**src/inc/acmpc_pkg.sv**
```systemverilog
// package for the converter control block: register map, fields, resets, timing
// Notes on behaviour
// - any write to status/control one aborts; it restarts unless channel is all ones.
// - up to 28 analog inputs, chosen by the channel select field.
// - compare high holds upper two bits, compared in 10-bit mode when enabled.
// - in 8-bit mode the compare high register is ignored.
// - compare low eight bits compared against low eight result bits, both modes.
// - configuration holds mode, clock source, divide, low power and long sample.
package acmpc_pkg;
    localparam int ADDR_W = 4;
    // word offsets on the bus, index times four
    localparam logic [ADDR_W-1:0] OFS_SC1 = 4'h0;
    localparam logic [ADDR_W-1:0] OFS_SC2 = 4'h1;
    localparam logic [ADDR_W-1:0] OFS_RESH = 4'h2;
    localparam logic [ADDR_W-1:0] OFS_RESL = 4'h3;
    localparam logic [ADDR_W-1:0] OFS_CVH = 4'h4;
    localparam logic [ADDR_W-1:0] OFS_CVL = 4'h5;
    localparam logic [ADDR_W-1:0] OFS_CFG = 4'h6;
    // status/control one fields
    localparam int SC1_COCO = 7;
    localparam int SC1_CONT = 5;
    localparam logic [4:0] CH_OFF = 5'h1F;
    localparam int NUM_CH = 28;
    // status/control two fields
    localparam int SC2_ACT = 7;
    localparam int SC2_CMPGT = 4;
    localparam int SC2_CMPEN = 5;
    // configuration fields
    localparam int CFG_LP = 7;
    localparam int CFG_DIV_LSB = 5;
    localparam int CFG_LSMP = 4;
    localparam int CFG_MODE_LSB = 2;
    localparam int CFG_CLK_LSB = 0;
    localparam logic [1:0] MODE_8BIT = 2'h0;
    localparam logic [1:0] MODE_10BIT = 2'h2;
    // reset values
    localparam logic [7:0] SC1_RST = 8'h1F;
    localparam logic [7:0] SC2_RST = 8'h00;
    localparam logic [7:0] CV_RST = 8'h00;
    localparam logic [7:0] CFG_RST = 8'h00;
    // conversion timing in converter clocks
    localparam logic [5:0] SAMPLE_SHORT = 6'h04;
    localparam logic [5:0] SAMPLE_LONG = 6'h18;
    localparam logic [5:0] BITS_10 = 6'h0A;
    localparam logic [5:0] BITS_8 = 6'h08;
    localparam logic [5:0] LP_EXTRA = 6'h04;
endpackage

```
**src/rtl/acmpc_clkdiv.sv**
```systemverilog
// converter clock tick generator: divide ratio 1,2,4,8 from the bus clock
module acmpc_clkdiv (
    input wire logic clk,
    input wire logic rstn,
    input wire logic ce,
    input wire logic run,
    input wire logic [1:0] div_sel,
    output logic tick
);
    typedef struct packed {
        logic [2:0] cnt;
        logic tick;
    } acmpc_div_t;
    acmpc_div_t s_q, s_d;
    logic [2:0] lim;

    // limit is ratio minus one; counter only runs during a conversion
    always_comb begin
        lim = 3'((4'h1 << div_sel) - 4'h1);
        s_d = s_q;
        s_d.tick = 1'b0;
        if (!run) begin
            s_d.cnt = 3'h0;
        end else if (s_q.cnt >= lim) begin
            s_d.cnt = 3'h0;
            s_d.tick = 1'b1;
        end else begin
            s_d.cnt = s_q.cnt + 3'h1;
        end
    end

    always_ff @(posedge clk) begin
        if (!rstn) begin
            s_q <= '0;
        end else if (ce) begin
            s_q <= s_d;
        end
    end
    assign tick = s_q.tick;
endmodule

```
**src/rtl/acmpc_ctrl.sv**
```systemverilog
// converter control: start/abort, channel select, compare, classic wishbone slave
//
// The register offsets and the Wishbone interface to the registers were left to the implementer.
module acmpc_ctrl (
    input wire logic clk,
    input wire logic rstn,
    input wire logic ce,
    input wire logic wb_cyc_i,
    input wire logic wb_stb_i,
    input wire logic wb_we_i,
    input wire logic [5:2] wb_adr_i,
    input wire logic [3:0] wb_sel_i,
    input wire logic [31:0] wb_dat_i,
    output logic [31:0] wb_dat_o,
    output logic wb_ack_o,
    input wire logic [9:0] sar_bit_i,
    output logic [4:0] channel_select,
    output logic sample_en,
    output logic [3:0] sar_step,
    output logic conv_done
);
    import acmpc_pkg::*;

    typedef enum logic [2:0] {
        ST_IDLE = 3'b001,
        ST_SAMPLE = 3'b010,
        ST_CONV = 3'b100
    } acmpc_st_t;

    typedef struct packed {
        acmpc_st_t st;
        logic [7:0] sc1;
        logic [7:0] sc2;
        logic [7:0] cvh;
        logic [7:0] cvl;
        logic [7:0] cfg;
        logic [9:0] result;
        logic [9:0] sar;
        logic [5:0] cnt;
        logic [31:0] dat;
        logic ack;
        logic sample;
        logic done;
        logic [4:0] chs;
    } acmpc_state_t;

    acmpc_state_t s_q, s_d;
    logic tick;
    logic bus_req;
    logic wr0;

    // true when the compare condition holds for a finished result
    function automatic logic cmp_hit(input logic [9:0] res, input logic [7:0] cvh,
                                     input logic [7:0] cvl, input logic ten,
                                     input logic gt);
        logic [9:0] ref_v;
        logic [9:0] r;
        ref_v = ten ? {cvh[1:0], cvl} : {2'h0, cvl};
        r = ten ? res : {2'h0, res[7:0]};
        cmp_hit = gt ? (r >= ref_v) : (r < ref_v);
    endfunction

    // ten-bit mode decode, shared by the sequencer and the compare
    function automatic logic ten_mode(input logic [7:0] cfg);
        ten_mode = (cfg[CFG_MODE_LSB +: 2] == MODE_10BIT);
    endfunction

    // channels above the implemented range fall back to the first input
    function automatic logic [4:0] ch_clamp(input logic [4:0] ch);
        ch_clamp = (ch < 5'(NUM_CH)) ? ch : 5'h00;
    endfunction

    // bits the successive approximation needs for the current mode
    function automatic logic [5:0] conv_bits(input logic [7:0] cfg);
        conv_bits = ten_mode(cfg) ? BITS_10 : BITS_8;
    endfunction

    // sample time; long sample and low power each stretch it
    function automatic logic [5:0] samp_len(input logic [7:0] cfg);
        logic [5:0] b;
        b = cfg[CFG_LSMP] ? SAMPLE_LONG : SAMPLE_SHORT;
        samp_len = cfg[CFG_LP] ? 6'(b + LP_EXTRA) : b;
    endfunction

    acmpc_clkdiv u_div (
        .clk(clk),
        .rstn(rstn),
        .ce(ce),
        .run(s_q.st != ST_IDLE),
        .div_sel(s_q.cfg[CFG_DIV_LSB +: 2]),
        .tick(tick)
    );

    // a request is taken once; the ack flop blocks a second take
    assign bus_req = wb_cyc_i && wb_stb_i && !s_q.ack;
    assign wr0 = bus_req && wb_we_i && wb_sel_i[0];

    always_comb begin
        logic [9:0] res;
        logic ten;
        logic [3:0] idx;
        res = '0;
        ten = 1'b0;
        idx = '0;
        s_d = s_q;
        s_d.ack = 1'b0;
        s_d.done = 1'b0;
        s_d.sample = 1'b0;

        // sequencer: sample, then one approximation bit per converter tick
        case (s_q.st)
            ST_IDLE: begin
                s_d.cnt = 6'h00;
            end
            ST_SAMPLE: begin
                s_d.sample = 1'b1;
                if (tick) begin
                    if (s_q.cnt + 6'h01 >= samp_len(s_q.cfg)) begin
                        s_d.st = ST_CONV;
                        s_d.cnt = 6'h00;
                        s_d.sample = 1'b0;
                    end else begin
                        s_d.cnt = s_q.cnt + 6'h01;
                    end
                end
            end
            ST_CONV: begin
                if (tick) begin
                    idx = 4'(conv_bits(s_q.cfg) - 6'h01 - s_q.cnt);
                    s_d.sar[idx] = sar_bit_i[idx];
                    if (s_q.cnt + 6'h01 >= conv_bits(s_q.cfg)) begin
                        ten = ten_mode(s_q.cfg);
                        res = s_d.sar;
                        // compare gates storage only when enabled
                        if (!s_q.sc2[SC2_CMPEN] ||
                            cmp_hit(res, s_q.cvh, s_q.cvl, ten, s_q.sc2[SC2_CMPGT])) begin
                            s_d.result = res;
                            s_d.sc1[SC1_COCO] = 1'b1;
                            s_d.done = 1'b1;
                        end
                        if (s_q.sc1[SC1_CONT]) begin
                            s_d.st = ST_SAMPLE;
                        end else begin
                            s_d.st = ST_IDLE;
                        end
                        s_d.cnt = 6'h00;
                        s_d.sar = 10'h000;
                    end else begin
                        s_d.cnt = s_q.cnt + 6'h01;
                    end
                end
            end
            default: begin
                s_d.st = ST_IDLE;
            end
        endcase

        // bus writes; a status/control one write restarts the sequence, or aborts it when the channel is all ones
        if (bus_req) begin
            s_d.ack = 1'b1;
            if (wr0) begin
                case (wb_adr_i)
                    OFS_SC1: begin
                        s_d.sc1 = {1'b0, wb_dat_i[6:0]};
                        s_d.sar = 10'h000;
                        s_d.cnt = 6'h00;
                        if (wb_dat_i[4:0] == CH_OFF) begin
                            s_d.st = ST_IDLE;
                        end else begin
                            s_d.st = ST_SAMPLE;
                        end
                    end
                    OFS_SC2: s_d.sc2[6:4] = wb_dat_i[6:4];
                    OFS_CVH: s_d.cvh = {6'h00, wb_dat_i[1:0]};
                    OFS_CVL: s_d.cvl = wb_dat_i[7:0];
                    OFS_CFG: s_d.cfg = wb_dat_i[7:0];
                    default: ;
                endcase
            end
            // reads of result low clear the completion flag
            case (wb_adr_i)
                OFS_SC1: s_d.dat = {24'h0, s_q.sc1};
                OFS_SC2: s_d.dat = {24'h0, s_q.sc2[7:1], 1'b0};
                OFS_RESH: s_d.dat = {30'h0, s_q.result[9:8]};
                OFS_RESL: s_d.dat = {24'h0, s_q.result[7:0]};
                OFS_CVH: s_d.dat = {24'h0, s_q.cvh};
                OFS_CVL: s_d.dat = {24'h0, s_q.cvl};
                OFS_CFG: s_d.dat = {24'h0, s_q.cfg};
                default: s_d.dat = 32'h0;
            endcase
            if (!wb_we_i && wb_adr_i == OFS_RESL && !s_d.done) begin
                s_d.sc1[SC1_COCO] = 1'b0; // a completion in the same cycle wins
            end
        end
        // busy flag follows the next state so software sees it at once
        s_d.sc2[SC2_ACT] = (s_d.st != ST_IDLE);
        // channel output registered so the port comes from a flop
        s_d.chs = ch_clamp(s_d.sc1[4:0]);
    end

    // reset beats the clock enable so a frozen block still resets
    always_ff @(posedge clk) begin
        if (!rstn) begin
            s_q <= '0;
            s_q.st <= ST_IDLE;
            s_q.sc1 <= SC1_RST;
            s_q.sc2 <= SC2_RST;
            s_q.cvh <= CV_RST;
            s_q.cvl <= CV_RST;
            s_q.cfg <= CFG_RST;
        end else if (ce) begin
            s_q <= s_d;
        end
    end

    // every output comes straight from a flop
    assign channel_select = s_q.chs;
    assign wb_dat_o = s_q.dat;
    assign wb_ack_o = s_q.ack;
    assign sample_en = s_q.sample;
    assign sar_step = s_q.cnt[3:0];
    assign conv_done = s_q.done;
endmodule

```
**config.mk**
```make
export PLATFORM = sky130hd
export DESIGN_NAME = acmpc_ctrl
export DESIGN_NICKNAME = d
export VERILOG_FILES = /design/src/inc/acmpc_pkg.sv /design/src/rtl/acmpc_clkdiv.sv /design/src/rtl/acmpc_ctrl.sv
export SDC_FILE = /design/constraint.sdc
export NUM_CORES = 1
export LEC_CHECK = 0
export ABC_AREA = 1
export BUFFER_PORTS_ARGS = -buffer_cell sky130_fd_sc_hd__buf_2
export CELL_PAD_IN_SITES_DETAIL_PLACEMENT = 1
export CELL_PAD_IN_SITES_GLOBAL_PLACEMENT = 1
export CORE_MARGIN = 3
export CORE_UTILIZATION = 39
export DETAILED_ROUTE_END_ITERATION = 8
export PLACE_DENSITY = 0.8
export SYNTH_ARGS = -nofsm -noshare
export SYNTH_HDL_FRONTEND = slang
export SYNTH_SLANG_ARGS = --single-unit
```
**constraint.sdc**
```tcl
create_clock -name clk -period 4.7 [get_ports clk]
set_clock_uncertainty 0.15 [all_clocks]
set_input_delay 0.235 -clock clk [delete_from_list [all_inputs] [get_ports clk]]
set_output_delay 0.235 -clock clk [all_outputs]
set_load 0.1 [all_outputs]
```
== Word level (Yosys, flattened, before mapping) ==
Cells that the tools add are included.
Cells by class
  $add $sub $neg: 6
  $mul: 0
  divide/modulo/power cells: 0
  $lt $le $gt $ge: 8
  eq/ne operators: 13
  shift-type cells: 1
  multiplexer cells: 47
  bitwise operators: 0
  reductions and logical operators: 20
Operator list (count)
  8-bit one-hot mux with 7 select lines: 1
  49-bit two-way mux: 1
  16-bit two-way mux: 3
  10-bit two-way mux: 4
  11-bit two-way mux: 3
  6-bit two-way mux: 4
  4-bit AND reduction: 5
  6-bit one-hot mux with 3 select lines: 1
  1-bit two-way mux: 15
  4-bit by 3-bit equality test with 1-bit output, second input constant: 3
  3-bit two-way mux: 4
  10-bit bitwise mux: 1
  10-bit >= comparator: 1
  10-bit less-than comparator: 1
  5-bit two-way mux: 2
  3-bit one-hot mux with 3 select lines: 1
  4-bit by 2-bit equality test with 1-bit output, second input constant: 2
  4-bit two-way mux: 2
  1-bit logical AND: 7
  5-bit by 3-bit adder with 6-bit output, second input constant: 1
  6-bit by 1-bit adder with 6-bit output, second input constant: 1
  6-bit by 4-bit >= comparator with 1-bit output: 1
  6-bit >= comparator: 1
  2-bit two-way mux: 3
  23 further kinds: 27
Word-level totals
  flip-flop bits (word level): 103
  bits in latches: 0
  bits in writable memories: 0
  memory bits (read-only): 0
  input bits: 56
  output and inout bits: 44
  logic and storage cells: 113
  memories: 0

== Longest topological paths before layout ==
  depth after elaboration: 23
  gate-level depth with buffers: 25
  mapped depth without buffers: 24

== By module ==
From an unflattened synthesis, not the netlist that was laid out.
Unflattened totals
  cell total of the unflattened synthesis: 763
  area, all modules: 5086.1 sq um
Modules (own cells, without submodules)
  acmpc_ctrl: times used 1, cells an instance 722, area each 4797.1 sq um, sequential area each 1501.4 sq um
  acmpc_clkdiv: times used 1, cells an instance 41, area each 289.0 sq um, sequential area each 80.1 sq um

== Least setup slack after synthesis ==
Ideal clock, no wire load.
  kind: reg2reg
  start: reg s_q, in the netlist sar_step[1]
  end: reg s_q[56] in the netlist's numbering
  setup time: 0.113 ns
  data arrival time: 2.976 ns
  required time: 4.437 ns
  slack: 1.461 ns
  cell stages (with the launch flop): 22
  buffers on the path: 2
  period minus slack after synthesis: 3.239 ns
  cell sequence: dfxtp_1 -> inv_2 -> nand3_1 -> inv_1 -> ha_1 -> clkbuf_1 -> nand2_1 -> nand2_2 -> nand4_1 -> and2_1 -> ha_1 -> nand2_1 -> nor2_1 -> nand3_1 -> nand3b_1 -> nand2_1 -> nand2_1 -> nand3_1 -> nand3_4 -> buf_6 -> nor2_1 -> nor2_1
Between the ends
  longest elaborated chain between the ends: 11
  elaborated cells between the ends (all ways): 17
  those cells by class: add/sub (2); order compare (5); mux (7); reduce/logical (3)
RTL lines
  start, declared: line acmpc_ctrl.sv:47  | acmpc_state_t s_q, s_d;
  4-bit subtractor: line acmpc_ctrl.sv:129  | idx = 4'(conv_bits(s_q.cfg) - 6'h01 - s_q.cnt);
  4-bit by 5-bit less-than comparator with 1-bit output (not written as such) / 4-bit by 1-bit >= comparator with 1-bit output (equally long branches): line acmpc_ctrl.sv:130  | s_d.sar[idx] = sar_bit_i[idx];
  1-bit logical AND (not written as such): line acmpc_ctrl.sv:130
  1-bit two-way mux (not written as such): line acmpc_ctrl.sv:130
  1-bit demux with 4-bit select: line acmpc_ctrl.sv:130
  10-bit bitwise mux: line acmpc_ctrl.sv:130
  10-bit two-way mux: line acmpc_ctrl.sv:59  | r = ten ? res : {2'h0, res[7:0]};
  10-bit less-than comparator / 10-bit >= comparator (equally long branches): line acmpc_ctrl.sv:60  | cmp_hit = gt ? (r >= ref_v) : (r < ref_v);
  1-bit two-way mux: line acmpc_ctrl.sv:60
  1-bit logical OR: line acmpc_ctrl.sv:135  | if (!s_q.sc2[SC2_CMPEN] ||
  5-bit AND reduction (no source line)
Several ways; a longest one is shown, not always the timed one. The select of a mux whose other input is x is not followed.
A chain may end at the register's enable or synchronous reset.

== Worst setup path after layout ==
  start: reg s_q, in the netlist sar_step[1]
  end: reg s_q[65] in the netlist's numbering
The elaborated chain is that of the path after synthesis.

==> flow_metrics.py <==
metrics = {
    "sta": {
        "max_freq_mhz": 245,
        "final-setup-viol-count": 0,
        "final_hold_viol_count": 0,
        "fin_setup_tns_ns": 0,
        "final-max-slew-violation-count": 0,
        "rsz0062_at_grt": "no",
        "slew-limit-headroom": 0.458,
        "period_minus_slack_ns": 4.08,
        "worst_pin_slew_ns": 0.812,
        "period_share": 0.868,
    },
    "critical_path": {
        "worstReg2RegStart": "sar_step[1]",
        "worstPathArrival_ns": 4.21,
        "crit_path_start_kind": "flop",
        "end_kind": "flop",
        "crit_required_ns": 4.83,
        "cp_common_cell": "nand2_1",
        "max_stage_delay_ns": 0.53,
        "crit_type": "reg -> reg",
        "worst-r2r-cell-count": 21,
        "crit_path_max_fanout": 21,
        "path_cells": "inv_2 -> nand3_1 -> inv_1 -> ha_1 -> inv_1 -> nand2_1 -> nand2_2 -> nand4_1 -> and2_1 -> ha_1 -> nand2_1 -> nor2_1 -> nand3_1 -> nand3b_1 -> nand2_1 -> nand2_1 -> nand3_1 -> nand3_4 -> nand2_1 -> nand2_1 -> nor2_1",
        "slowest_stage": "dfxtp_1",
        "r2r_end": "s_q[65]",
        "ff2ff_setup_slack_ns": 0.62,
    },
    "die": {
        "placement_rows": 41,
        "io_pins": 100,
        "dieArea_um2": 14500,
        "die_w_um": 120,
        "initial_core_util": 0.401,
        "die_y_um": 120,
        "core-area_um2": 12700,
    },
    "clock_tree": {
        "cts_tree": "built",
        "clk_latency_ns": 0.35,
        "cts.repair.resized": 0,
        "htreeDepth": 3,
        "postCtsHoldBufs": 0,
        "cts_made_buffers": 9,
        "post_cts_buffers": 0,
        "cts_sinks": 79,
        "clk_pin_slew_ns": 0.06,
        "clockBufferDepth": 2,
        "root_buffer": "clkbuf_16",
    },
    "final_layout": {
        "fin_nets": 854,
        "layout-drive-gt1-share": 0.149,
        "fill_cells": 1729,
        "area_delta_synth_final_pct": 7.89,
        "antenna-diode-count": 0,
    },
    "grt": {
        "antenna_found_initial": 0,
        "grt_max_degree": 40,
        "grt_usage": 0.221,
        "grt_first_pass_wirelength_um": 25700,
        "globalRoute.totalOverflow": 0,
        "grt_pass1_vias": 5151,
    },
    "power_and_ir_drop": {
        "p_total_w": 0.00161,
        "clockPowerShare": 0.422,
        "cellPowerDensity_nw_per_um2": 292,
        "intPower_w": 0.00109,
        "p_seq_frac": 0.429,
        "swShare": 0.319,
        "p_switching_w": 0.000513,
        "power_leakage_nw": 2.50,
        "comb_power_share": 0.149,
        "peakVddDrop_mv": 0.172,
    },
    "synthesis": {
        "syn-mean-instance-area_um2": 6.76,
        "synth_top_family_by_area": "simple AND/OR/NAND/NOR gates",
        "syn_inst": 756,
        "synthXorXnorAreaFrac": 0.00490,
        "synth-edff-count": 0,
        "synth_fa_ha_area_frac": 0.0539,
        "synthFlopType": "dfxtp_1",
        "seq_area_frac_synth": 0.310,
        "synth-compound-area-share": 0.176,
        "synth_area_um2": 5110,
        "yosys.area_share.simple": 0.299,
        "ys_async_sr_fraction": 0,
        "synth.distinct_cells": 49,
        "synth.mux.area_fraction": 0,
        "ys_ff_latch": 79,
        "ys_warn_count": 0,
    },
    "drt": {
        "vias": 4893,
        "via_per_inst": 5.13,
        "post-route-drc-count": 0,
        "ant_nets": 0,
        "firstDrtPassIters": 4,
        "drt_iter0_drc": 289,
        "wl_um": 15700,
        "wl_per_cell_um": 16.5,
    },
    "worst_hold_path": {
        "hp-class": "in -> reg",
        "min_to": "s_q[77]",
        "min_path_cells": 3,
        "hold_start": "wb_dat_i[3]",
    },
    "run_status": {
        "status": "complete, no violations",
    },
    "job": {
        "cap_violations": 0,
    },
    "place": {
        "globalplace.congestion": 0.914,
        "io_buffers": 48,
        "hpwl_um": 11900,
    },
}
[critical path: cells and delay by family (launching register included)]
family / cells / cell delay [ns]
adders and majority gates: 2 / 0.75
and+or+nand+nor: 16 / 2.18
DFF: 1 / 0.53
buffers and inverters: 3 / 0.42
[per-layer routing]
metal | share of wire | wire length (um) | track usage
met4 | 0.025 | 391 | 0.0793
met3 | 0.042 | 663 | 0.0384
met5 | 0 | 0 | 0
met2 | 0.48 | 7580 | 0.382
met1 | 0.45 | 7040 | 0.276
[flip-flops by register name, summed over array words and instances, names as in the netlist]
| signal | flops |
|---|---|
| sar_step | 4 |
| sample_en | 1 |
| channel_select | 5 |
| conv_done | 1 |
| u_div.s_q | 3 |
| u_div.tick | 1 |
| s_q | 55 |
| wb_ack_o | 1 |
| wb_dat_o | 8 |
[final cells by class]
class / instances / area, um2 / share of cell area
Multi-Input combinational cell: 540 / 2820 / 0.511
Sequential cell: 79 / 1580 / 0.287
Inverter: 97 / 367 / 0.0665
Timing Repair Buffer: 49 / 248 / 0.0450
Clock buffer: 11 / 243 / 0.0441
Tap cell: 172 / 215 / 0.0391
Clock inverter: 5 / 40.0 / 0.00727
[how the worst max path moves through the flow]
stage / from / to / slack, ns / cells past startpoint
2_1_floorplan: sar_step[1] / s_q[56] / 1.46 / 21
6_report: sar_step[1] / s_q[65] / 0.62 / 21
4_1_cts: sar_step[1] / s_q[65] / 0.63 / 21
3_5_place_dp: sar_step[1] / s_q[57] / 0.69 / 21
5_1_grt: sar_step[1] / s_q[65] / 0.21 / 21
3_3_place_gp: sar_step[1] / s_q[62] / 0.88 / 20
[synthesized netlist by cell type, drive strengths merged (2+ instances only)]
master | n | area share
inv | 96 | 0.071
clkbuf | 11 | 0.0081
a211oi | 3 | 0.0044
or2 | 3 | 0.0037
nor2 | 71 | 0.066
o22ai | 4 | 0.0049
buf | 52 | 0.076
nand2 | 193 | 0.15
a31o | 4 | 0.0069
and2 | 8 | 0.0098
nand3 | 34 | 0.039
a21o | 2 | 0.0029
nand4 | 13 | 0.019
o21ai | 67 | 0.066
ha | 22 | 0.054
nor3 | 7 | 0.012
o21bai | 4 | 0.0066
o31ai | 3 | 0.0044
a21oi | 66 | 0.065
a22oi | 2 | 0.0029
o221ai | 4 | 0.0069
dfxtp | 79 | 0.31
[kinds of logic after synthesis]
logic type | Yosys count
AOI/OAI and AO/OA | 162
xor gates and xnor gates | 2
adders and majority gates | 22
buffers and inverters | 160
DFF | 79
other | 1
and+or+nand+nor | 330
[metrics by stage]
stage / utilization / instance area (um2) / hold slack [ns] / worst slack (ns) / instances
after global routing: 0.433 / 5510 / 0.0503 / 0.208 / 953
after CTS: 0.433 / 5510 / 0.0444 / 0.626 / 953
after detailed placement: 0.411 / 5230 / 0.311 / 0.686 / 937
final: 0.433 / 5510 / 0.0509 / 0.621 / 953
after global placement: 0.411 / 5230 / 0.293 / 0.875 / 937
after floorplan: - / 5190 / 0.220 / 1.46 / 779
[layout by cell type (no fill, tap or decap), types with 22 or more instances in the layout]
master,n
dfxtp_1,79
inv_1,85
conb_1,24
nand2_1,182
buf_2,48
nor2_1,59
ha_1,22
a21oi_1,65
nand3_1,30
o21ai_0,56
[power groups by stage]
stage	sequential, W	combinational (W)	clock [W]
finish	0.000689	0.000239	0.000678
global route	0.000690	0.000255	0.000723
CTS	0.000688	0.000239	0.000687
detailed placement	0.000704	0.000238	0
global placement	0.000703	0.000232	0
floorplan	0.000706	0.000205	0
No activity file was read; power rests on OpenSTA's default activity.
